<file path="src/hdl/bfm_pkg.sv">
/*
 * Constants for the business field move engine: register map, field
 * positions, reset values, opcodes, character codes and states.
 * Assumes nothing of its surroundings; imported by the engine.
 */
package bfm_pkg;
    // Register byte offsets on the APB slave.
    localparam logic [7:0] REG_CTRL_OFF = 8'h00;
    localparam logic [7:0] REG_PROG_OFF = 8'h04;
    localparam logic [7:0] REG_COND_OFF = 8'h08;
    localparam logic [7:0] REG_STAT_OFF = 8'h0C;
    // Field positions.
    localparam int CTRL_RESUME_BIT = 0;
    localparam int PROG_CNT_MSB = 11;
    localparam int PROG_PASS_BIT = 12;
    localparam int PROG_CARRY_BIT = 13;
    localparam int PROG_FAULT_BIT = 14;
    // Reset values.
    localparam logic CTRL_RESET = 1'h0;
    localparam logic [14:0] PROG_RESET = 15'h0000;
    localparam logic [1:0] COND_RESET = 2'h0;
    // Opcodes (major part) and sub-operations.
    localparam logic [5:0] OP_FIRST = 6'h34;
    localparam logic [5:0] OP_MOVE = 6'h34;
    localparam logic [5:0] OP_CONV = 6'h36;
    localparam logic [5:0] OP_UNIT = 6'h38;
    localparam logic [5:0] OP_LAST = 6'h38;
    localparam logic [2:0] SUB_PLAIN = 3'h0;
    localparam logic [2:0] SUB_BLANK = 3'h1;
    localparam logic [2:0] SUB_ZERO = 3'h2;
    localparam logic [2:0] SUB_TO_BIN = 3'h0;
    localparam logic [2:0] SUB_TO_BCD = 3'h1;
    localparam logic [2:0] SUB_PACK = 3'h4;
    localparam logic [2:0] SUB_UNPACK = 3'h5;
    localparam logic [2:0] SUB_LOAD = 3'h6;
    // Character codes.
    localparam logic [1:0] ZONE_NEG = 2'h2;
    localparam logic [1:0] ZONE_NONE = 2'h0;
    localparam logic [1:0] COND_POS = 2'h0;
    localparam logic [1:0] COND_NEG = 2'h2;
    localparam logic [3:0] DIGIT_MAX = 4'h9;
    localparam logic [3:0] SIGN_DIGIT_OK = 4'hA;
    localparam logic [5:0] SIGN_BAD_CHAR = 6'h3A;
    localparam logic [5:0] BLANK_CHAR = 6'h10;
    localparam logic [3:0] PACK_POS = 4'hA;
    localparam logic [3:0] PACK_NEG = 4'hB;
    // Engine states.
    typedef enum logic [4:0] {
        ST_IDLE = 5'b00001,
        ST_SIGN = 5'b00010,
        ST_NEXT = 5'b00100,
        ST_READ = 5'b01000,
        ST_WRITE = 5'b10000
    } bfm_state_t;
endpackage

</file>
<file path="src/hdl/bfm_engine.sv">
/*
 * Business field move engine: plain, delimited, blank-fill and zero-fill
 * character moves with indexing, sign handling, condition register,
 * interrupt stop and a progress index register, plus an APB slave.
 * Assumes main control, core storage and the APB master run on SYS_CLK.
 */
// Behaviour
// - Trap business ops other than unit ops from SUB_LOAD up when switch off or absent
// - Finish current character, then return control
// - Save progress for store, reload and resume
// - Binary and decimal conversions restart from their beginning
// - Pack and unpack restart after illegal write
// - Progress low bits count destination characters
// - Progress bit 12 marks a second pass
// - Progress bit 13 holds previous decimal carry
// - Progress bit 14 marks a decimal fault
// - Condition set when the sign character is read, cleared at start
// - Digit low four bits, sign from last zone
// - Zone 10 negative, other zones positive
// - Packed sign nibbles 1010 positive, 1011 negative
// - Index flag selects first, second or none
// - Plain move stops at shorter field
// - Plain and blank moves record moved sign
// - Delimited move stops after delimiter or length
// - Delimited move leaves condition zero
// - Blank-fill pads longer destination with blanks
// - Zero-fill pads zeros, sign in last character
`timescale 1ns/1ps
`default_nettype none
module bfm_engine
    import bfm_pkg::*;
(
    // Clock and reset.
    input wire logic SYS_CLK,
    input wire logic RST,
    // APB slave.
    input wire logic PSEL,
    input wire logic PENABLE,
    input wire logic PWRITE,
    input wire logic [7:0] PADDR,
    input wire logic [31:0] PWDATA,
    output logic [31:0] PRDATA,
    output logic PREADY,
    output logic PSLVERR,
    // Instruction hand-over from main control.
    input wire logic START,
    input wire logic [5:0] OPCODE,
    input wire logic [2:0] SUBOP,
    input wire logic DELIM_MODE,
    input wire logic [5:0] DELIM_CHAR,
    input wire logic [16:0] SRC_ADDR,
    input wire logic [1:0] SRC_FLAG,
    input wire logic [16:0] DST_ADDR,
    input wire logic [1:0] DST_FLAG,
    input wire logic [11:0] SRC_LEN,
    input wire logic [11:0] DST_LEN,
    input wire logic [17:0] INDEX1,
    input wire logic [17:0] INDEX2,
    input wire logic MODE_SW,
    input wire logic UNIT_PRESENT,
    input wire logic INT_STOP,
    input wire logic ILLEGAL_WRITE,
    // Completion status to main control.
    output logic BUSY,
    output logic DONE,
    output logic TRAP,
    output logic INTERRUPTED,
    output logic [1:0] RESULT_COND,
    // Character storage port.
    output logic MEM_REQ,
    output logic MEM_WE,
    output logic [17:0] MEM_ADDR,
    output logic [5:0] MEM_WDATA,
    input wire logic [5:0] MEM_RDATA,
    input wire logic MEM_ACK
);

    ////////////////////////////////////////////////////////////////////
    function automatic logic [17:0] eff_addr(input logic [16:0] base,
        input logic [1:0] flg, input logic [17:0] i1, input logic [17:0] i2);
        case (flg)
            2'h0: eff_addr = {1'b0, base};
            2'h2: eff_addr = {1'b0, base} + i2;
            default: eff_addr = {1'b0, base} + i1;
        endcase
    endfunction

    function automatic logic [1:0] sign_of(input logic [1:0] zone);
        sign_of = (zone == ZONE_NEG) ? COND_NEG : COND_POS;
    endfunction

    ////////////////////////////////////////////////////////////////////
    bfm_state_t state_reg;
    logic [2:0] sub_reg;
    logic delim_reg;
    logic [5:0] dchar_reg;
    logic [17:0] ra_reg;
    logic [17:0] sa_reg;
    logic [11:0] len1_reg;
    logic [11:0] len2_reg;
    logic [11:0] nmove_reg;
    logic [11:0] total_reg;
    logic [1:0] zone_reg;
    logic [5:0] src_reg;
    logic delim_hit_reg;
    logic int_pend_reg;
    logic iw_reg;
    logic ctrl_reg;
    logic [14:0] prog_reg;
    logic [1:0] cond_reg;
    logic pready_reg;
    logic [31:0] prdata_reg;
    logic pslverr_reg;
    logic busy_reg;
    logic done_reg;
    logic trap_reg;
    logic intr_reg;
    logic mem_req_reg;
    logic mem_we_reg;
    logic [17:0] mem_addr_reg;
    logic [5:0] mem_wdata_reg;

    logic idle;
    logic is_biz;
    logic unit_op;
    logic start_go;
    logic trap_go;
    logic move_go;
    logic other_go;
    logic restart_top;
    logic ack;
    logic [11:0] cnt;
    logic [11:0] start_cnt;
    logic [11:0] short_len;
    logic fill_phase;
    logic sign_pos;
    logic last_pos;
    logic bad_char;
    logic apb_acc;
    logic apb_wr;
    logic [5:0] wdata_next;

    assign idle = (state_reg == ST_IDLE);
    assign is_biz = (OPCODE >= OP_FIRST) && (OPCODE <= OP_LAST);
    assign unit_op = (OPCODE == OP_UNIT) && (SUBOP >= SUB_LOAD);
    assign start_go = idle && START && is_biz;
    assign trap_go = start_go && !(MODE_SW && UNIT_PRESENT) && !unit_op;
    assign move_go = start_go && !trap_go && (OPCODE == OP_MOVE) && (SUBOP <= SUB_ZERO);
    assign other_go = start_go && !trap_go && !move_go;
    assign restart_top = (OPCODE == OP_CONV) && ((SUBOP == SUB_TO_BIN)
        || (SUBOP == SUB_TO_BCD)
        || (((SUBOP == SUB_PACK) || (SUBOP == SUB_UNPACK)) && iw_reg));
    assign ack = mem_req_reg && MEM_ACK;
    assign cnt = prog_reg[PROG_CNT_MSB:0];
    assign start_cnt = ctrl_reg ? cnt : 12'h000;
    assign short_len = (SRC_LEN < DST_LEN) ? SRC_LEN : DST_LEN;
    assign fill_phase = (cnt >= nmove_reg);
    assign sign_pos = (cnt == len1_reg - 12'h001);
    assign last_pos = (cnt == len2_reg - 12'h001);
    assign apb_acc = PSEL && PENABLE && !pready_reg;
    assign apb_wr = PSEL && PENABLE && PWRITE && pready_reg;

    // Character moved into the destination; zero fill drops zones and bad
    // digits and puts the field sign into the last destination position.
    always_comb begin
        if (sub_reg == SUB_ZERO) begin
            wdata_next = {ZONE_NONE, (fill_phase || MEM_RDATA[3:0] > DIGIT_MAX)
                ? 4'h0 : MEM_RDATA[3:0]};
            if (last_pos) begin
                wdata_next[5:4] = zone_reg;
            end
        end else if (fill_phase) begin
            wdata_next = BLANK_CHAR;
        end else begin
            wdata_next = MEM_RDATA;
        end
    end

    // Zone must be clear except on the sign character, digits must be
    // decimal except a legal 10 in the sign character.
    assign bad_char = (!sign_pos && MEM_RDATA[5:4] != ZONE_NONE)
        || (MEM_RDATA[3:0] > DIGIT_MAX && !(sign_pos && MEM_RDATA[3:0] == SIGN_DIGIT_OK));

    ////////////////////////////////////////////////////////////////////
    // Instruction sequencer and storage port.
    always_ff @(posedge SYS_CLK) begin
        if (RST) begin
            state_reg <= ST_IDLE;
            sub_reg <= SUB_PLAIN;
            delim_reg <= 1'b0;
            dchar_reg <= 6'h00;
            ra_reg <= 18'h00000;
            sa_reg <= 18'h00000;
            len1_reg <= 12'h000;
            len2_reg <= 12'h000;
            nmove_reg <= 12'h000;
            total_reg <= 12'h000;
            zone_reg <= ZONE_NONE;
            src_reg <= 6'h00;
            delim_hit_reg <= 1'b0;
            busy_reg <= 1'b0;
            done_reg <= 1'b0;
            trap_reg <= 1'b0;
            intr_reg <= 1'b0;
            mem_req_reg <= 1'b0;
            mem_we_reg <= 1'b0;
            mem_addr_reg <= 18'h00000;
            mem_wdata_reg <= 6'h00;
        end else begin
            done_reg <= 1'b0;
            trap_reg <= trap_go;
            intr_reg <= 1'b0;
            if (ack) begin
                mem_req_reg <= 1'b0;
            end
            case (state_reg)
                ST_IDLE: begin
                    if (move_go) begin
                        sub_reg <= SUBOP;
                        delim_reg <= DELIM_MODE && (SUBOP == SUB_PLAIN);
                        dchar_reg <= DELIM_CHAR;
                        ra_reg <= eff_addr(SRC_ADDR, SRC_FLAG, INDEX1, INDEX2);
                        sa_reg <= eff_addr(DST_ADDR, DST_FLAG, INDEX1, INDEX2);
                        len1_reg <= SRC_LEN;
                        len2_reg <= DST_LEN;
                        zone_reg <= ZONE_NONE;
                        delim_hit_reg <= 1'b0;
                        busy_reg <= 1'b1;
                        if (DELIM_MODE && SUBOP == SUB_PLAIN) begin
                            nmove_reg <= DST_LEN;
                            total_reg <= DST_LEN;
                        end else begin
                            nmove_reg <= short_len;
                            total_reg <= (SUBOP == SUB_PLAIN) ? short_len : DST_LEN;
                        end
                        if (SUBOP == SUB_ZERO && SRC_LEN != 12'h000) begin
                            state_reg <= ST_SIGN;
                            mem_req_reg <= 1'b1;
                            mem_we_reg <= 1'b0;
                            mem_addr_reg <= eff_addr(SRC_ADDR, SRC_FLAG, INDEX1, INDEX2)
                                + {6'h00, SRC_LEN - 12'h001};
                        end else begin
                            state_reg <= ST_NEXT;
                        end
                    end else if (other_go) begin
                        done_reg <= 1'b1;
                    end
                end
                ST_SIGN: begin
                    if (ack) begin
                        zone_reg <= MEM_RDATA[5:4];
                        state_reg <= ST_NEXT;
                    end
                end
                ST_NEXT: begin
                    if (int_pend_reg) begin
                        intr_reg <= 1'b1;
                        busy_reg <= 1'b0;
                        state_reg <= ST_IDLE;
                    end else if (delim_hit_reg || cnt >= total_reg) begin
                        done_reg <= 1'b1;
                        busy_reg <= 1'b0;
                        state_reg <= ST_IDLE;
                    end else if (!fill_phase) begin
                        state_reg <= ST_READ;
                        mem_req_reg <= 1'b1;
                        mem_we_reg <= 1'b0;
                        mem_addr_reg <= ra_reg + {6'h00, cnt};
                    end else begin
                        state_reg <= ST_WRITE;
                        mem_req_reg <= 1'b1;
                        mem_we_reg <= 1'b1;
                        mem_addr_reg <= sa_reg + {6'h00, cnt};
                        mem_wdata_reg <= (sub_reg == SUB_ZERO) ? wdata_next : BLANK_CHAR;
                    end
                end
                ST_READ: begin
                    if (ack) begin
                        src_reg <= MEM_RDATA;
                        state_reg <= ST_WRITE;
                        mem_req_reg <= 1'b1;
                        mem_we_reg <= 1'b1;
                        mem_addr_reg <= sa_reg + {6'h00, cnt};
                        mem_wdata_reg <= wdata_next;
                    end
                end
                ST_WRITE: begin
                    if (ack) begin
                        delim_hit_reg <= delim_reg && !fill_phase
                            && (src_reg == dchar_reg);
                        state_reg <= ST_NEXT;
                    end
                end
                default: begin
                    state_reg <= ST_IDLE;
                    busy_reg <= 1'b0;
                end
            endcase
        end
    end

    ////////////////////////////////////////////////////////////////////
    // Interrupt stop from main control is held until the character in
    // flight completes; the illegal-write cause is kept for restart.
    always_ff @(posedge SYS_CLK) begin
        if (RST) begin
            int_pend_reg <= 1'b0;
            iw_reg <= 1'b0;
        end else if (move_go) begin
            int_pend_reg <= 1'b0;
        end else if (!idle && INT_STOP && !int_pend_reg) begin
            int_pend_reg <= 1'b1;
            iw_reg <= ILLEGAL_WRITE;
        end else if (intr_reg) begin
            int_pend_reg <= 1'b0;
        end
    end

    ////////////////////////////////////////////////////////////////////
    // Progress index: count, pass, carry and fault.
    always_ff @(posedge SYS_CLK) begin
        if (RST) begin
            prog_reg <= PROG_RESET;
        end else if ((move_go && !ctrl_reg) || (other_go && restart_top)) begin
            prog_reg <= PROG_RESET;
        end else if (move_go) begin
            prog_reg <= {prog_reg[PROG_FAULT_BIT], 1'b0, prog_reg[PROG_PASS_BIT], start_cnt};
        end else if (state_reg == ST_WRITE && ack) begin
            prog_reg[PROG_CNT_MSB:0] <= cnt + 12'h001;
        end else if (state_reg == ST_READ && ack && sub_reg == SUB_ZERO && bad_char) begin
            prog_reg[PROG_FAULT_BIT] <= 1'b1;
        end else if (state_reg == ST_SIGN && ack && MEM_RDATA == SIGN_BAD_CHAR) begin
            prog_reg[PROG_FAULT_BIT] <= 1'b1;
        end else if (state_reg == ST_NEXT && int_pend_reg) begin
            prog_reg[PROG_PASS_BIT] <= fill_phase;
            prog_reg[PROG_CARRY_BIT] <= 1'b0;
        end else if (idle && apb_wr && PADDR == REG_PROG_OFF) begin
            prog_reg <= PWDATA[14:0];
        end
    end

    ////////////////////////////////////////////////////////////////////
    // Result condition.
    always_ff @(posedge SYS_CLK) begin
        if (RST) begin
            cond_reg <= COND_RESET;
        end else if (start_go && !trap_go && !unit_op) begin
            cond_reg <= COND_RESET;
        end else if (state_reg == ST_SIGN && ack) begin
            cond_reg <= sign_of(MEM_RDATA[5:4]);
        end else if (state_reg == ST_READ && ack && sign_pos && !delim_reg
            && sub_reg != SUB_ZERO) begin
            cond_reg <= sign_of(MEM_RDATA[5:4]);
        end
    end

    ////////////////////////////////////////////////////////////////////
    // APB slave: one wait state, writes land at the edge with PREADY high.
    always_ff @(posedge SYS_CLK) begin
        if (RST) begin
            pready_reg <= 1'b0;
            prdata_reg <= 32'h00000000;
            pslverr_reg <= 1'b0;
            ctrl_reg <= CTRL_RESET;
        end else begin
            pready_reg <= apb_acc;
            if (apb_acc) begin
                pslverr_reg <= 1'b0;
                case (PADDR)
                    REG_CTRL_OFF: prdata_reg <= {31'h00000000, ctrl_reg};
                    REG_PROG_OFF: prdata_reg <= {17'h00000, prog_reg};
                    REG_COND_OFF: prdata_reg <= {30'h00000000, cond_reg};
                    REG_STAT_OFF: prdata_reg <= {25'h0000000,
                        (cond_reg == COND_NEG) ? PACK_NEG : PACK_POS,
                        iw_reg, int_pend_reg, busy_reg};
                    default: begin
                        prdata_reg <= 32'h00000000;
                        pslverr_reg <= 1'b1;
                    end
                endcase
            end
            if (apb_wr && PADDR == REG_CTRL_OFF) begin
                ctrl_reg <= PWDATA[CTRL_RESUME_BIT];
            end
        end
    end

    assign PRDATA = prdata_reg;
    assign PREADY = pready_reg;
    assign PSLVERR = pslverr_reg;
    assign BUSY = busy_reg;
    assign DONE = done_reg;
    assign TRAP = trap_reg;
    assign INTERRUPTED = intr_reg;
    assign RESULT_COND = cond_reg;
    assign MEM_REQ = mem_req_reg;
    assign MEM_WE = mem_we_reg;
    assign MEM_ADDR = mem_addr_reg;
    assign MEM_WDATA = mem_wdata_reg;
endmodule
`default_nettype wire

</file>
<file path="config.mk">
export PLATFORM = sky130hd
export DESIGN_NAME = bfm_engine
export DESIGN_NICKNAME = d
export VERILOG_FILES = /design/src/hdl/bfm_pkg.sv /design/src/hdl/bfm_engine.sv
export SDC_FILE = /design/constraint.sdc
export NUM_CORES = 1
export LEC_CHECK = 0
export BUFFER_PORTS_ARGS = -buffer_cell sky130_fd_sc_hd__buf_4
export CAP_MARGIN = 25
export CORE_MARGIN = 5
export CORE_UTILIZATION = 45
export CTS_BUF_LIST = sky130_fd_sc_hd__clkbuf_8
export DETAILED_ROUTE_END_ITERATION = 10
export PLACE_DENSITY = 0.77
export SYNTH_ARGS = -nofsm -noshare
export SYNTH_HDL_FRONTEND = slang
export SYNTH_SLANG_ARGS = --single-unit
export TNS_END_PERCENT = 1
</file>
<file path="constraint.sdc">
create_clock -name SYS_CLK -period 12 [get_ports SYS_CLK]
set_input_delay 1.2 -clock SYS_CLK [delete_from_list [all_inputs] [get_ports SYS_CLK]]
set_output_delay 1.2 -clock SYS_CLK [all_outputs]
set_load 0.02 [all_outputs]
</file>
==> results.json, run 1 <==
{
  "place_area_um2": 15100,
  "synth_area_leaders": "dfxtp_1 (26%), ha_1 (10%), nor2_1 (5.9%)",
  "syn_avg_cell_area_um2": 7.65,
  "rows": 63,
  "clock_latency_ps": 490,
  "place_hpwl_um": 31700,
  "numCtsBuffers": 17,
  "drv_slew": 0,
  "cts_sinks": 174,
  "synth_edf_count": 0,
  "cp_max_fo": 20,
  "final_core_util_pct": 52.6,
  "syn-cell-area_um2": 13400,
  "power_density_nw_per_um2": 89.3,
  "fin_crit_ps": 5990,
  "setup_viol": 0,
  "finalCritPeriodShare_pct": 49.9,
  "worstSetupEndpointType": "register",
  "root_buffer": "clkbuf_8",
  "cts_tree": "done",
  "vias": 13446,
  "ys_types": 73,
  "hold_path_class": "reg -> reg",
  "final_nets": 2178,
  "gp_congestion": 0.892,
  "drtIter0Drc": 1156,
  "cts_hold_buf": 0,
  "finalPower_mw": 1.38,
  "clock_power_share_pct": 31.0,
  "tns_ps": 0,
  "critPathSlowestCell": "or4b_1",
  "ctsResizeCount": 0,
  "grt-ovfl-total": 0,
  "n_fill_cell": 2819,
  "cp.arrival_ps": 6390,
  "grt_max_degree": 104,
  "antenna_cells": 0,
  "p_leak_nw": 6.55,
  "maxCapViolations": 0,
  "p_comb_share_pct": 27.0,
  "grt_pass1_wl_um": 65600,
  "clkTransAtPathRegs_ps": 100,
  "yosysMostFrequentCell": "nor2_1",
  "status": "complete, no violations",
  "die_h_um": 182,
  "post-route-cell-area_um2": 15500,
  "first_pass_iters": 7,
  "synth_seq_cells": 174,
  "drive_gt1_share_pct": 16.3,
  "critPathKind": "in -> reg",
  "worst_pin_slew_ps": 1040,
  "fmax_mhz": 167,
  "p_int_uw": 930,
  "start_kind": "primary input",
  "post_cts_buffers": 0,
  "ios": 237,
  "ys_seq_area_share_pct": 26.1,
  "die_area_um2": 33200,
  "area_growth_pct": 15.9,
  "hold_viol": 0,
  "initial_core_util_pct": 45.3,
  "async_reset_ff_share_pct": 0,
  "seqPwrFrac_pct": 41.9,
  "die_x_um": 182,
  "antenna_found_initial": 0,
  "routed_wl_um": 41100,
  "synth_ff_type": "dfxtp_1",
  "synthesis.instances": 1746,
  "peakVddDrop_mv": 0.0618,
  "drt-wirelength-per-cell_um": 17.9,
  "vias_per_cell": 5.86,
  "cp.required_ps": 12400,
  "yosysTopAreaCell": "dfxtp_1",
  "antenna_left": 0,
  "slew_headroom_pct": 30.2,
  "fin_worst_skew_ps": 21.8,
  "io_buffers": 201,
  "max_stage_delay_ps": 490,
  "htreeDepth": 4,
  "synth-warning-count": 0,
  "synth_top_area_share_pct": 26.1,
  "synthTopCellsByCount": "nor2_1 (211), nand2_1 (195), dfxtp_1 (174)",
  "switchingPower_uw": 453,
  "coreArea_um2": 29500,
  "clk_path_buf_depth": 2,
  "drc": 0,
  "switching_share_pct": 32.8,
  "grt_pass1_vias": 12790,
  "rsz0062_at_grt": "no",
  "track_usage_pct": 24.1
}
-- worst max-delay path, delay by kind of cell --
kind / cells / cell delay, ps
and+or+nand+nor: 5 / 1380
xor gates and xnor gates: 1 / 130
muxes: 2 / 700
AOI/OAI and AO/OA: 10 / 1780
adders and majority gates: 3 / 870
buffers and inverters: 4 / 320
-- area by class of cell --
type                    count  area (um2)  area share (%)
inverters                  81         304            1.96
repair buffers            214        1600            10.4
flip-flops and latches    174        3480            22.5
clock buffers              18         248            1.60
well taps                 390         488            3.15
clock inverters            13         154           0.993
multi-input cells        1404        9220            59.5
-- cell usage in the layout (no fill, tap or decap), drive strengths merged, types with 38 or more instances in the layout --
master  Yosys  layout
a211oi     43      43
a21oi     151     151
buf        25     214
dfxtp     174     174
ha        110     110
inv        81      88
mux2       40      40
nand2     195     195
nand3      38      38
nor2      213     213
nor3       58      58
o21ai      80      80
xnor2      65      65
xor2       40      40
-- logic make-up (layout without fill, tap and decap cells) --
kind of cell               after synthesis  count (layout)  synth area share [%]
AOI/OAI and AO/OA                      481             481                  23.7
xor gates and xnor gates               105             105                  6.88
adders and majority gates              115             115                  11.0
buffers and inverters                  185             326                  5.74
DFF                                    174             174                  26.1
muxes                                   63              63                  5.09
other                                    1              18                0.0281
and+or+nand+nor                        622             622                  21.4
-- routing by layer --
metal	global-route usage [%]	part of all wire, %	vias up
met3	4.50	8.4	95
met2	38.1	45	587
li1	-	-	6580
met1	32.8	44	6184
met5	0	0	-
met4	8.86	2.9	0
-- path summary, 6_finish.rpt --
kind	startpoint	endpoint	slack, ps	cells past startpoint
max	SRC_FLAG[0]	MEM_ADDR[17]	6010	25
min	PRDATA[1]	PRDATA[1]	460	2
min reg2reg	PRDATA[1]	PRDATA[1]	460	2
max reg2reg	prog_reg[4]	MEM_ADDR[1]	8000	9
-- stage by stage --
stage               std cells  hold slack, ps  setup slack (ps)
floorplan                1763             436              6160
global placement         2262             446              5640
detailed placement       2262             451              5570
CTS                      2293             464              6070
global route             2294             487              5650
finish                   2294             460              6010
-- power groups by stage --
stage / clock, mW / sequential (mW) / combinational [mW]
2_1_floorplan: 0 / 0.594 / 0.244
3_3_place_gp: 0 / 0.593 / 0.356
3_5_place_dp: 0 / 0.593 / 0.365
4_1_cts: 0.434 / 0.580 / 0.367
5_1_grt: 0.457 / 0.580 / 0.410
6_report: 0.429 / 0.580 / 0.374
Note: power is estimated with default switching activity, not from simulation.
==> run 2: changes to the inputs <==
PLACE_DENSITY = 0.8   (was 0.77)
clock period = 4.8 ns   (was 12 ns; I/O delays follow)
==> results.json, run 2 (synthesis gave the netlist of run 1 again) <==
{
  "status": "complete, no violations",
  "gp_congestion": 0.943,
  "drv_slew": 0,
  "die_x_um": 182,
  "clk_path_buf_depth": 2,
  "dp_cells": 2317,
  "worstRegToRegCells": 12,
  "fin_worst_skew_ps": 22.7,
  "clock_latency_ps": 490,
  "htreeDepth": 4,
  "numCtsBuffers": 17,
  "final_nets": 2232,
  "rsz0062_at_grt": "no",
  "r2r_setup_slack_ps": 1150,
  "cp.arrival_ps": 4830,
  "drc": 0,
  "p_comb_share_pct": 28.9,
  "worst_pin_slew_ps": 1120,
  "fin_cells": 2349,
  "setup_ws_ps": 326,
  "rows": 63,
  "grt_pass1_vias": 12792,
  "clock_power_share_pct": 30.0,
  "seqPwrFrac_pct": 41.1,
  "initial_core_util_pct": 45.3,
  "clkTransAtPathRegs_ps": 110,
  "preCtsSetupSlack_ps": -379,
  "finalCritPeriodShare_pct": 93.2,
  "fin_crit_ps": 4470,
  "critPathSlowestCell": "o31ai_2",
  "antenna_cells": 0,
  "cts_tree": "done",
  "area_growth_pct": 19.3,
  "min_to": "prog_reg[2]",
  "peakVddDrop_mv": 0.175,
  "hold_slack_ps": 228,
  "final_common_cell": "buf_4",
  "tns_ps": 0,
  "setup_viol": 0,
  "slew_headroom_pct": 25.0,
  "cp.required_ps": 5150,
  "vias": 13776,
  "worstSetupEndpointType": "register",
  "finalPower_mw": 3.53,
  "vias_per_cell": 5.86,
  "post_cts_buffers": 0,
  "p_leak_nw": 6.83,
  "rr_endpoint": "MEM_WDATA[5]",
  "start_kind": "primary input",
  "max_stage_delay_ps": 420,
  "place_hpwl_um": 33200,
  "hold_path_class": "in -> reg",
  "power_density_nw_per_um2": 221,
  "switchingPower_mw": 1.23,
  "die_h_um": 182,
  "drtIter0Drc": 1289,
  "grt_pass1_wl_um": 67100,
  "hold_viol": 0,
  "whs_path_depth": 3,
  "hp-start": "PWDATA[2]",
  "rr_startpoint": "prog_reg[0]",
  "antenna_found_initial": 0,
  "cts_sinks": 174,
  "grt_max_degree": 84,
  "io_buffers": 201,
  "first_pass_iters": 6,
  "critPathKind": "in -> reg",
  "ios": 237,
  "fmax_mhz": 224,
  "root_buffer": "clkbuf_8",
  "track_usage_pct": 24.5,
  "switching_share_pct": 34.7,
  "coreArea_um2": 29500,
  "final_cell_mix": "buf_4 (268), nor2_1 (211), nand2_1 (194)",
  "die_area_um2": 33200,
  "cp_max_fo": 7,
  "antenna_left": 0,
  "drive_gt1_share_pct": 19.0,
  "routed_wl_um": 42400,
  "grt-ovfl-total": 0,
  "p_int_mw": 2.30,
  "maxCapViolations": 0,
  "drt-wirelength-per-cell_um": 18.1
}
## run 2: routing by layer
layer | GRT usage, % | wire length (um) | vias to the layer above | share of wire, %
li1 | - | - | 6669 | -
met1 | 34.5 | 19100 | 6450 | 45
met2 | 38.9 | 18900 | 568 | 44
met3 | 3.85 | 3330 | 89 | 7.8
met4 | 7.08 | 1100 | 0 | 2.6
met5 | 0 | 0 | - | 0
## run 2: layout make-up
cell class | count | area [um2]
flip-flops and latches | 174 | 3480
clock buffers | 17 | 234
well taps | 390 | 488
multi-input cells | 1404 | 9240
fillers | 2731 | 13500
inverters | 81 | 304
clock inverters | 15 | 184
repair buffers | 268 | 2010
## run 2: worst max path at each step
stage,from,end,cells past startpoint
after detailed placement,SRC_FLAG[0],MEM_ADDR[16],25
after floorplan,SRC_FLAG[0],MEM_ADDR[16],22
after global routing,SRC_FLAG[0],MEM_ADDR[16],25
after global placement,SRC_FLAG[0],MEM_ADDR[16],25
final,SRC_FLAG[0],MEM_ADDR[16],25
after CTS,SRC_FLAG[0],MEM_ADDR[16],26
## run 2: timing repair
action,in CTS,in global routing
hold buffers,0,0
endpoints found under the setup margin,0,6
resized for setup,0,6
## run 2: power by group through the flow
stage                     Clock, mW  Combinational (mW)  Sequential, mW
after floorplan                   0               0.610            1.48
after global placement            0               0.954            1.48
after detailed placement          0               0.981            1.48
after CTS                      1.07               0.989            1.45
after global routing           1.13                1.10            1.45
final                          1.06                1.02            1.45
## run 2: stage by stage
stage	area, um2	util (%)
after floorplan	13400	-
after global placement	15500	52.6
after detailed placement	15500	52.6
after CTS	15900	54.0
after global routing	15900	54.1
final	15900	54.1
## run 2: worst max-delay path: cells and delay by family
family,cells,cell delay (ps)
AOI/OAI and AO/OA,9,1370
and+or+nand+nor,7,1180
buffers and inverters,4,430
adders and majority gates,2,720
xor gates and xnor gates,1,120
muxes,2,520
